`config.mk`:
```
export PLATFORM = sky130hd
export DESIGN_NAME = dpc_ctrl
export DESIGN_NICKNAME = d
export VERILOG_FILES = /design/src/rtl/dpc_pkg.sv /design/src/rtl/dpc_port.sv /design/src/rtl/dpc_ctrl.sv
export SDC_FILE = /design/constraint.sdc
export NUM_CORES = 1
export LEC_CHECK = 0
export BUFFER_PORTS_ARGS = -buffer_cell sky130_fd_sc_hd__buf_2
export CORE_MARGIN = 4
export CORE_UTILIZATION = 30
export DETAILED_ROUTE_END_ITERATION = 8
export SLEW_MARGIN = 20
export SYNTH_ARGS = -nofsm -noshare
export SYNTH_HDL_FRONTEND = slang
export SYNTH_SLANG_ARGS = --single-unit
```
`constraint.sdc`:
```
create_clock -name core_clk -period 11.8 [get_ports core_clk]
set_input_delay 0.59 -clock core_clk [delete_from_list [all_inputs] [get_ports core_clk]]
set_output_delay 0.59 -clock core_clk [all_outputs]
set_load 0.01 [all_outputs]
```
`src/rtl/dpc_pkg.sv`:
```
/*
  package for the dual-port static memory controller: pin widths, pin
  bundles, timing figures of the fastest grade and cycle counts at 100 MHz.
  assumes a 10 ns core clock and no other clock domain.
*/
`default_nettype none
package dpc_pkg;
  // ----------------------------------------------------------------
  // widths
  // ----------------------------------------------------------------
  localparam int ADDR_W = 12;
  localparam int DATA_W = 9;
  localparam int WORDS  = 4096;

  // ----------------------------------------------------------------
  // timing, ns as printed, and cycles at the core rate
  // ----------------------------------------------------------------
  localparam int CLK_PERIOD_NS            = 10;
  localparam int WRITE_CYCLE_NS           = 12;
  localparam int WRITE_PULSE_NS           = 10;
  localparam int ADDR_VALID_TO_END_NS     = 10;
  localparam int ADDR_SETUP_NS            = 0;
  localparam int WRITE_RECOVERY_NS        = 1;
  localparam int DATA_SETUP_TO_WRITE_END_NS = 8;
  localparam int DATA_HOLD_AFTER_WRITE_NS = 0;
  localparam int OUT_OFF_AFTER_WRITE_NS   = 7;
  localparam int READ_ACCESS_NS           = 12;
  localparam int OE_ACCESS_NS             = 8;
  localparam int PEER_READ_DELAY_NS       = 25;

  function automatic int ns_up(input int ns);
    int c;
    c = (ns + CLK_PERIOD_NS - 1) / CLK_PERIOD_NS;
    return (c < 1) ? 1 : c;
  endfunction

  function automatic int imax(input int a, input int b);
    return (a > b) ? a : b;
  endfunction

  // pulse: longer of pulse width and turn-off plus data setup (oe kept high anyway)
  localparam int WR_PULSE_CYC = ns_up(imax(imax(WRITE_PULSE_NS, ADDR_VALID_TO_END_NS),
                                 OUT_OFF_AFTER_WRITE_NS + DATA_SETUP_TO_WRITE_END_NS));
  localparam int WR_SETUP_CYC = ns_up(ADDR_SETUP_NS);
  localparam int WR_HOLD_CYC  = ns_up(imax(WRITE_RECOVERY_NS, DATA_HOLD_AFTER_WRITE_NS));
  localparam int WR_CYCLE_CYC = ns_up(WRITE_CYCLE_NS);
  localparam int RD_WAIT_CYC  = ns_up(imax(READ_ACCESS_NS, OE_ACCESS_NS));
  localparam int PEER_CYC     = ns_up(PEER_READ_DELAY_NS);
  localparam int CNT_W        = 4;
  localparam int SYNC_CYC     = 3;  // pin stages plus agreement filter

  localparam logic [ADDR_W-1:0] ADDR_RST = 12'h000;
  localparam logic [DATA_W-1:0] DATA_RST = 9'h000;

  // ----------------------------------------------------------------
  // pin bundle of one memory port
  // ----------------------------------------------------------------
  typedef struct packed {
    logic [ADDR_W-1:0] addr;
    logic              rw_sel;   // high read, low write
    logic              oe_n;
    logic [DATA_W-1:0] dout;
    logic              dout_en;
  } dpc_pins_t;

  // user request of one port
  typedef struct packed {
    logic              valid;
    logic              write;
    logic [ADDR_W-1:0] addr;
    logic [DATA_W-1:0] wdata;
  } dpc_req_t;
endpackage
`default_nettype wire

```
`src/rtl/dpc_port.sv`:
```
/*
  one port sequencer: turns a user request into a read or write cycle on
  the memory pins of one side.
  assumes core_clk at 100 MHz and a data input already passed through
  a three-stage synchroniser upstream.
*/
`default_nettype none
module dpc_port (
  // clock and reset
  input  wire logic                      core_clk,
  input  wire logic                      rst,
  input  wire logic                      ce,
  // user side
  input  wire dpc_pkg::dpc_req_t         req,
  output logic                           ready,
  output logic                           rvalid,
  output logic [dpc_pkg::DATA_W-1:0]     rdata,
  // memory side
  input  wire logic [dpc_pkg::DATA_W-1:0] pin_din,
  output dpc_pkg::dpc_pins_t             pins
);
  typedef enum logic [2:0] {DPC_IDLE, DPC_WSET, DPC_WPULSE, DPC_WHOLD,
                            DPC_ROFF, DPC_RWAIT} dpc_state_t;
  dpc_state_t state;
  logic [dpc_pkg::CNT_W-1:0] cnt;
  logic                      write_q;

  // ----------------------------------------------------------------
  // sequencer
  // ----------------------------------------------------------------
  // address changes only with rw_sel high; oe high during writes
  always_ff @(posedge core_clk or posedge rst) begin
    if (rst) begin
      state        <= DPC_IDLE;
      cnt          <= 4'h0;
      write_q      <= 1'b0;
      ready        <= 1'b0;
      rvalid       <= 1'b0;
      rdata        <= dpc_pkg::DATA_RST;
      pins.addr    <= dpc_pkg::ADDR_RST;
      pins.rw_sel  <= 1'b1;
      pins.oe_n    <= 1'b1;
      pins.dout    <= dpc_pkg::DATA_RST;
      pins.dout_en <= 1'b0;
    end else if (ce) begin
      rvalid <= 1'b0;
      case (state)
        DPC_IDLE: begin
          ready <= 1'b1;
          if (req.valid && ready) begin
            ready     <= 1'b0;
            pins.addr <= req.addr;
            write_q   <= req.write;
            cnt       <= 4'h0;
            if (req.write) begin
              pins.oe_n <= 1'b1;
              pins.dout <= req.wdata;
              state     <= DPC_WSET;
            end else begin
              pins.oe_n <= 1'b0;
              state     <= DPC_RWAIT;
            end
          end
        end
        DPC_WSET: begin
          // outputs already off (oe high), so driving data is safe
          pins.dout_en <= 1'b1;
          pins.rw_sel  <= 1'b0;
          cnt          <= 4'h1;
          state        <= DPC_WPULSE;
        end
        DPC_WPULSE: begin
          cnt <= cnt + 4'h1;
          if (cnt >= 4'(dpc_pkg::WR_PULSE_CYC)) begin
            pins.rw_sel <= 1'b1;
            cnt         <= 4'h1;
            state       <= DPC_WHOLD;
          end
        end
        DPC_WHOLD: begin
          // data and address held past end of write
          cnt <= cnt + 4'h1;
          if (cnt >= 4'(dpc_pkg::WR_HOLD_CYC)) begin
            pins.dout_en <= 1'b0;
            state        <= DPC_IDLE;
          end
        end
        DPC_RWAIT: begin
          // access time, then the synchroniser's stages before data count
          cnt <= cnt + 4'h1;
          if (cnt >= 4'(dpc_pkg::RD_WAIT_CYC + dpc_pkg::SYNC_CYC)) begin
            rdata  <= pin_din;
            rvalid <= 1'b1;
            state  <= DPC_ROFF;
          end
        end
        DPC_ROFF: begin
          pins.oe_n <= 1'b1;
          state     <= DPC_IDLE;
        end
        default: state <= DPC_IDLE;
      endcase
    end
  end
endmodule
`default_nettype wire

```
`src/rtl/dpc_ctrl.sv`:
```
/*
  host controller for an asynchronous dual-port static memory of 4K x 9.
  drives both ports' pins from two user request ports and keeps the two
  ports from writing one location at the same time.
  assumes one 100 MHz clock; memory read data arrive asynchronously.
*/
`default_nettype none
module dpc_ctrl (
  // clock and reset
  input  wire logic                       core_clk,
  input  wire logic                       rst,
  input  wire logic                       ce,
  // left user port
  input  wire dpc_pkg::dpc_req_t          left_req,
  output logic                            left_ready,
  output logic                            left_rvalid,
  output logic [dpc_pkg::DATA_W-1:0]      left_rdata,
  // right user port
  input  wire dpc_pkg::dpc_req_t          right_req,
  output logic                            right_ready,
  output logic                            right_rvalid,
  output logic [dpc_pkg::DATA_W-1:0]      right_rdata,
  // left memory pins
  output logic [dpc_pkg::ADDR_W-1:0]      left_port_address,
  output logic                            left_rw_sel,
  output logic                            left_oe_n,
  output logic [dpc_pkg::DATA_W-1:0]      left_port_data_lines_o,
  output logic                            left_port_data_lines_oe,
  input  wire logic [dpc_pkg::DATA_W-1:0] left_port_data_lines_i,
  // right memory pins
  output logic [dpc_pkg::ADDR_W-1:0]      right_port_address,
  output logic                            right_rw_sel,
  output logic                            right_oe_n,
  output logic [dpc_pkg::DATA_W-1:0]      right_port_data_lines_o,
  output logic                            right_port_data_lines_oe,
  input  wire logic [dpc_pkg::DATA_W-1:0] right_port_data_lines_i
);
  // ----------------------------------------------------------------
  // input synchronisers, three stages per side
  // ----------------------------------------------------------------
  logic [dpc_pkg::DATA_W-1:0] l_s1, l_s2, l_s3, r_s1, r_s2, r_s3;
  logic [dpc_pkg::DATA_W-1:0] l_din, r_din;

  // three stages; a word counts once stages two and three agree
  always_ff @(posedge core_clk or posedge rst) begin
    if (rst) begin
      l_s1 <= dpc_pkg::DATA_RST; l_s2 <= dpc_pkg::DATA_RST; l_s3 <= dpc_pkg::DATA_RST;
      r_s1 <= dpc_pkg::DATA_RST; r_s2 <= dpc_pkg::DATA_RST; r_s3 <= dpc_pkg::DATA_RST;
      l_din <= dpc_pkg::DATA_RST;
      r_din <= dpc_pkg::DATA_RST;
    end else if (ce) begin
      l_s1 <= left_port_data_lines_i;
      l_s2 <= l_s1;
      l_s3 <= l_s2;
      r_s1 <= right_port_data_lines_i;
      r_s2 <= r_s1;
      r_s3 <= r_s2;
      if (l_s2 == l_s3) l_din <= l_s3;
      if (r_s2 == r_s3) r_din <= r_s3;
    end
  end

  // ----------------------------------------------------------------
  // same-address write guard
  // ----------------------------------------------------------------
  // a write to the word the other port is writing waits; left wins ties
  dpc_pkg::dpc_req_t left_gated, right_gated;
  dpc_pkg::dpc_pins_t lp, rp;
  logic l_rdy, r_rdy, l_writing, r_writing, l_clash, clash;
  logic l_wr_q, r_wr_q;

  // kind of the cycle in flight on each port
  always_ff @(posedge core_clk or posedge rst) begin
    if (rst) begin
      l_wr_q <= 1'b0;
      r_wr_q <= 1'b0;
    end else if (ce) begin
      if (left_gated.valid && l_rdy) l_wr_q <= left_gated.write;
      if (right_gated.valid && r_rdy) r_wr_q <= right_gated.write;
    end
  end

  // busy from the taking edge until ready returns, hold time included
  assign l_writing = !l_rdy && l_wr_q;
  assign r_writing = !r_rdy && r_wr_q;
  assign l_clash = left_req.write && left_req.valid &&
                   r_writing && rp.addr == left_req.addr;
  assign clash = right_req.write && right_req.valid &&
                 ((l_writing && lp.addr == right_req.addr) ||
                  (left_gated.valid && left_gated.write && l_rdy &&
                   left_req.addr == right_req.addr));

  // left request, held back while right writes its word
  always_comb begin
    left_gated       = left_req;
    left_gated.valid = left_req.valid && !l_clash;
  end

  // right request, held back while left writes or takes its word
  always_comb begin
    right_gated       = right_req;
    right_gated.valid = right_req.valid && !clash;
  end

  // ----------------------------------------------------------------
  // port sequencers
  // ----------------------------------------------------------------
  dpc_port u_left (
    .core_clk (core_clk),
    .rst      (rst),
    .ce       (ce),
    .req      (left_gated),
    .ready    (l_rdy),
    .rvalid   (left_rvalid),
    .rdata    (left_rdata),
    .pin_din  (l_din),
    .pins     (lp)
  );

  dpc_port u_right (
    .core_clk (core_clk),
    .rst      (rst),
    .ce       (ce),
    .req      (right_gated),
    .ready    (r_rdy),
    .rvalid   (right_rvalid),
    .rdata    (right_rdata),
    .pin_din  (r_din),
    .pins     (rp)
  );

  // ----------------------------------------------------------------
  // pin mapping, every pin from a sequencer flip-flop
  // ----------------------------------------------------------------
  assign left_ready               = l_rdy && !l_clash;
  assign right_ready              = r_rdy && !clash;
  assign left_port_address        = lp.addr;
  assign left_rw_sel              = lp.rw_sel;
  assign left_oe_n                = lp.oe_n;
  assign left_port_data_lines_o   = lp.dout;
  assign left_port_data_lines_oe  = lp.dout_en;
  assign right_port_address       = rp.addr;
  assign right_rw_sel             = rp.rw_sel;
  assign right_oe_n               = rp.oe_n;
  assign right_port_data_lines_o  = rp.dout;
  assign right_port_data_lines_oe = rp.dout_en;
endmodule
`default_nettype wire

```
# Yosys cells after proc, flatten, opt, wreduce, memory -nomap -nowiden

Cells that the tools add are included.
W data, S select, Z words.

Flip-flop bits (word level): 158
Word-level logic and storage cells: 157
Output and inout bits: 70

Equal/unequal tests: 23
$add $sub $neg: 2
$lt $le $gt $ge: 6
Reduce and logical (&&, ||, !) cells: 56
Muxes and demuxes: 40

Operator list:

| operator              | count |
|---|---|
| $eq A12 B12 Y1        | 3 |
| $reduce_and A3 Y1     | 12 |
| $pmux W4 S4           | 2 |
| $mux W3               | 10 |
| $pmux W3 S5           | 2 |
| $mux W10              | 2 |
| $eq A9 B9 Y1          | 2 |
| $mux W9               | 2 |
| $logic_and A1 B1 Y1   | 17 |
| $mux W4               | 4 |
| $eq A3 B2 Y1 const B  | 4 |
| $eq A3 B3 Y1 const B  | 4 |
| $mux W1               | 12 |
| $ne A2 B1 Y1 const B  | 6 |
| $pmux W1 S2           | 6 |
| $reduce_and A2 Y1     | 6 |
| $reduce_bool A2 Y1    | 6 |
| $reduce_and A5 Y1     | 2 |
| $add A4 B1 Y4 const B | 2 |
| $ge A4 B1 Y1 const B  | 2 |
| $ge A4 B2 Y1 const B  | 2 |
| $ge A4 B3 Y1 const B  | 2 |
| $reduce_and A4 Y1     | 2 |
| $reduce_bool A4 Y1    | 2 |
| 6 further kinds       | 13 |

# Depth between registers and ports, before layout

Depth in word-level cells: 16
Depth in mapped cells: 8
Mapped depth without buffers: 8

# Modules after synthesis

Synthesis repeated with hierarchy kept, for this count alone.

Cell total of the unflattened synthesis: 604
Area, all modules: 7258.2 µm²

By module, submodules not included:

| module             | cells each | instances | area an instance (µm²) | sequential area each (µm²) |
|---|---|---|---|---|
| dpc_ctrl           | 256        | 1         | 3479.6                 | 1851.8 |
| dpc_port (u_right) | 172        | 1         | 1891.8                 | 1053.5 |
| dpc_port (u_left)  | 176        | 1         | 1886.8                 | 1053.5 |

# Worst setup path after synthesis

No wires, ideal clock.

Kind: input to output
Start point: input left_req[18] (netlist name)
End point: output right_ready
Path buffers: 0
Stages: 5
Arrival time: 1.968 ns
Path slack: 9.242 ns
Path through: xor2_1 or4_1 nor4_1 a41o_2 a31oi_1

Longest elaborated chain between the ends: 11
Elaborated cells between the ends (all ways): 12

Ends and longest elaborated chain:

| item                              | RTL line        | text |
|---|---|---|
| start: declaration                | dpc_ctrl.sv:14  | `input wire dpc_pkg::dpc_req_t left_req,` |
| $eq A12 B12 Y1                    | dpc_ctrl.sv:87  | `r_writing && rp.addr == left_req.addr;` |
| $logic_and A1 B1 Y1               | dpc_ctrl.sv:87  |  |
| $logic_not A1 Y1                  | dpc_ctrl.sv:96  | `left_gated.valid = left_req.valid && !l_clash;` |
| $logic_and A1 B1 Y1               | dpc_ctrl.sv:96  |  |
| $logic_and A1 B1 Y1 (2 in series) | dpc_ctrl.sv:90  | `(left_gated.valid && left_gated.write && l_rdy &&` |
| $logic_and A1 B1 Y1 *             | dpc_ctrl.sv:90  |  |
| $logic_or A1 B1 Y1 *              | dpc_ctrl.sv:89  | `((l_writing && lp.addr == right_req.addr) \|\|` |
| $logic_and A1 B1 Y1 *             | dpc_ctrl.sv:88  | `assign clash = right_req.write && right_req.valid &&` |
| $logic_not A1 Y1 *                | dpc_ctrl.sv:136 | `assign right_ready = r_rdy && !clash;` |
| $logic_and A1 B1 Y1 *             | dpc_ctrl.sv:136 |  |
| end: declaration                  | dpc_ctrl.sv:20  | `output logic right_ready,` |

Every way passes the cells marked *; elsewhere a longest branch is shown, timed or not.

# Worst setup path after layout

Start point: input left_req[16] (netlist name)
End point: output right_ready

Same word-level chain as after synthesis.

==> summary.md <==
| Metric | Value |
|---|---|
| Outcome | `complete, no violations` |
| Share of layout cells above drive strength 1 | `between 40% and 50%` |
| Crit path buf inv count | `2` |
| Max-cap viol count | `0` |
| CP required | `about 11 ns` |
| Row Count | `56` |
| Area of the multi-input gates | `about 3100 µm²` |
| Reg2reg end | `u_right.pins[21]` |
| Synth Register Bits | `about 160` |
| Worst Skew | `between 0.01 and 0.015 ns` |
| Crit-path cells | `buf_2 -> xor2_1 -> or4_1 -> nor4_1 -> a41o_2 -> a31oi_1 -> buf_2` |
| Final worst slack | `8.79 ns` |
| RSZ-0062 raised after global routing | `no` |
| TritonCTS Buffers | `17` |
| Via Count | `between 4000 and 5000` |
| Final Cycle Share | `between 20% and 30%` |
| Hold crit path type | `in -> async` |
| Post-cts resize count | `0` |
| R2R Path Start | `u_right.ready` |
| Post-Syn Instances | `between 500 and 600` |
| Largest cells by area after synthesis | `dfrtp_1 54%, mux2_2 19%, xnor2_1 3.5%, xor2_1 3.0%, mux2_4 1.9%` |
| Commonest non-fill, non-tap cell in the layout | `dfrtp_1` |
| Largest net degree at the start of global routing | `85` |
| Crit. Startpoint | `left_req[16]` |
| Max Fclk | `approximately 330 MHz` |
| DR iter-0 viols | `~220` |
| TritonCTS clock tree | `built` |
| Clk_lat worst skew | `roughly 0.43 ns` |
| Detailed Routing Iterations Pass 1 | `5` |
| GP Congestion | `between 0.8 and 0.9` |
| Setup WS pre-CTS | `around 8.4 ns` |
| DIE AREA | `approximately 27000 µm²` |
| Cell chosen for the clock root | `clkbuf_16` |
| Register area share after synthesis | `a little under three fifths` |
| Syn Area/Cell | `between 10 and 15 µm²` |
| Most used cell, CP | `buf_2` |
| Die X | `between 150 and 200 µm` |
| Gr ovfl total | `0` |
| Arr. time, crit path | `approximately 2.4 ns` |
| Detailed placement HPWL | `around 11000 µm` |
| Synthesized area | `~7000 µm²` |
| Drt total wl | `~16000 µm` |
| Sum of negative setup slack | `0 ns` |
| Biggest regs | `u_left.pins: 24 flops, u_right.pins: 24 flops` |
| Chip height | `~160 µm` |
| Clock Sinks | `between 150 and 200` |
| Ys flop type | `dfrtp_1` |
| Max Buffers Root-to-Sink | `2` |
| # Post-CTS Setup Buffers | `0` |
| Slew Limit Fails | `0` |
| Final min period | `3.01 ns` |
| P&R area growth vs syn | `22.7%` |
| Clock-pin slew on the worst setup and hold paths | `0.07 ns` |
| Netlist cell types | `57` |
| Final setup vio count | `0` |
| Initial antenna violation count | `0` |
| Syn nets | `between 600 and 700` |
| Top cell type's share of synthesized area | `53.6%` |
| Cell area power density | `approximately 220 nW/µm²` |
| # fillers | `approximately 2400` |
| FF-to-FF path depth | `6` |
| Nets | `769` |
| First-pass GRT wire length | `roughly 26000 µm` |
| Worst-path fanout max | `7` |
| Initial Util | `a little under a third` |
| ANT nets after route | `0` |
| Routed WL per cell | `15.5 µm` |
| Final number of hold-violating endpoints | `0` |
| CP Launch Type | `input pin` |
| Leakage | `approximately 4.0 nW` |
| DRC viols | `0` |
| GRT Total Usage | `12.3%` |
| # IOs | `137` |
| Core area | `about 24000 µm²` |
| Top Family by Delay on Critical Path | `simple AND/OR/NAND/NOR gates` |
| Worst setup EP type | `output pin` |
| Max incr delay on CP | `roughly 0.52 ns` |
| Least-Margin Pin Slew | `just under 1 ns` |
| PortBufs | `roughly 140` |
| Kind of critical path | `in -> out` |
| Critical path's slowest cell | `or4_1` |
| Vias in the first global route | `approximately 5000` |
| VDD IR max | `between 0.1 and 0.15 mV` |
| Post-synth EDFFs | `0` |
| Rel. slew slack | `approximately a third` |
| YS warnings | `0` |
| Leading cell types in the layout, fill and taps excluded | `154 x dfrtp_1, 136 x buf_2, 124 x mux2_2` |
| Diode count | `0` |
| Setup slack, reg-to-reg | `between 9 and 10 ns` |
| Routed vias/inst | `4.65` |
| CTS hold repair buffers | `0` |
| CTS H-tree lvls | `4` |
| Reg area | `slightly below 4000 µm²` |
| Cell accounting for the most synthesized area | `dfrtp_1` |
| Ys async rst share | `100%` |
==> metal layers <==
metal,up-vias,share of wire [%],track usage [%]
met5,-,0,0
met4,0,1.3,3.47
met3,17,7.6,4.23
met2,134,43,18.2
met1,2350,48,17.1
li1,2273,-,-
==> worst max path at each step <==
stage	end	slack (ns)	depth (start not counted)
final	right_ready	8.79	7
after global routing	right_ready	8.62	6
after CTS	r_din[1]	8.79	5
after detailed placement	l_din[6]	8.37	5
after global placement	l_din[4]	8.37	5
after floorplan	l_din[0]	6.95	1
==> cell families (layout without fill, tap and decap cells) <==
logic type	after synthesis	in the layout	synth area share [%]
adders and majority gates	8	8	1.39
muxes	134	134	21.4
AOI/OAI and AO/OA	60	60	5.51
DFF	158	158	55.0
xor gates and xnor gates	54	54	6.57
buffers and inverters	31	185	1.74
and+or+nand+nor	108	108	8.33
==> synthesized netlist by cell type (3+ instances only) <==
| cell type | instances |
|---|---|
| dfrtp_1 | 154 |
| mux2_2 | 124 |
| xnor2_1 | 29 |
| xor2_1 | 25 |
| nor2_1 | 23 |
| nand2_1 | 22 |
| o21ai_0 | 19 |
| nor3_1 | 14 |
| inv_1 | 13 |
| clkbuf_1 | 12 |
| a21oi_1 | 11 |
| mux2_4 | 9 |
| ha_1 | 8 |
| nand3_1 | 8 |
| nand4_1 | 7 |
| nor4_1 | 7 |
| nand2b_1 | 5 |
| buf_1 | 4 |
| dfstp_2 | 4 |
| o22ai_1 | 4 |
| a22o_1 | 3 |
| a31oi_1 | 3 |
| and2_1 | 3 |
| nor4_2 | 3 |
==> power breakdown <==
group          internal [mW]  switching [mW]  leakage (nW)
clock network          0.315           0.240         0.287
registers              0.688           0.136          1.96
logic                  0.278           0.264          1.80
total                   1.28           0.640          4.04
==> layout make-up <==
class | instances | area share (%)
Clock buffer | 21 | 5.33
Clock inverter | 11 | 1.39
Inverter | 13 | 0.609
Multi-Input combinational cell | 364 | 35.2
Sequential cell | 158 | 44.8
Tap cell | 319 | 4.52
Timing Repair Buffer | 140 | 8.09
==> through the flow <==
stage	cells	utilization, %	cell area (µm²)	hold slack [ns]	total power [mW]
after detailed placement	994	35.0	8230	0.472	1.38
after global placement	994	35.0	8230	0.465	1.37
after global routing	1026	37.5	8830	0.299	2.05
after CTS	1026	37.5	8830	0.292	1.95
final	1026	37.5	8830	0.256	1.92
after floorplan	553	-	7190	0.475	1.18
No activity file was read; power rests on OpenSTA's default activity.
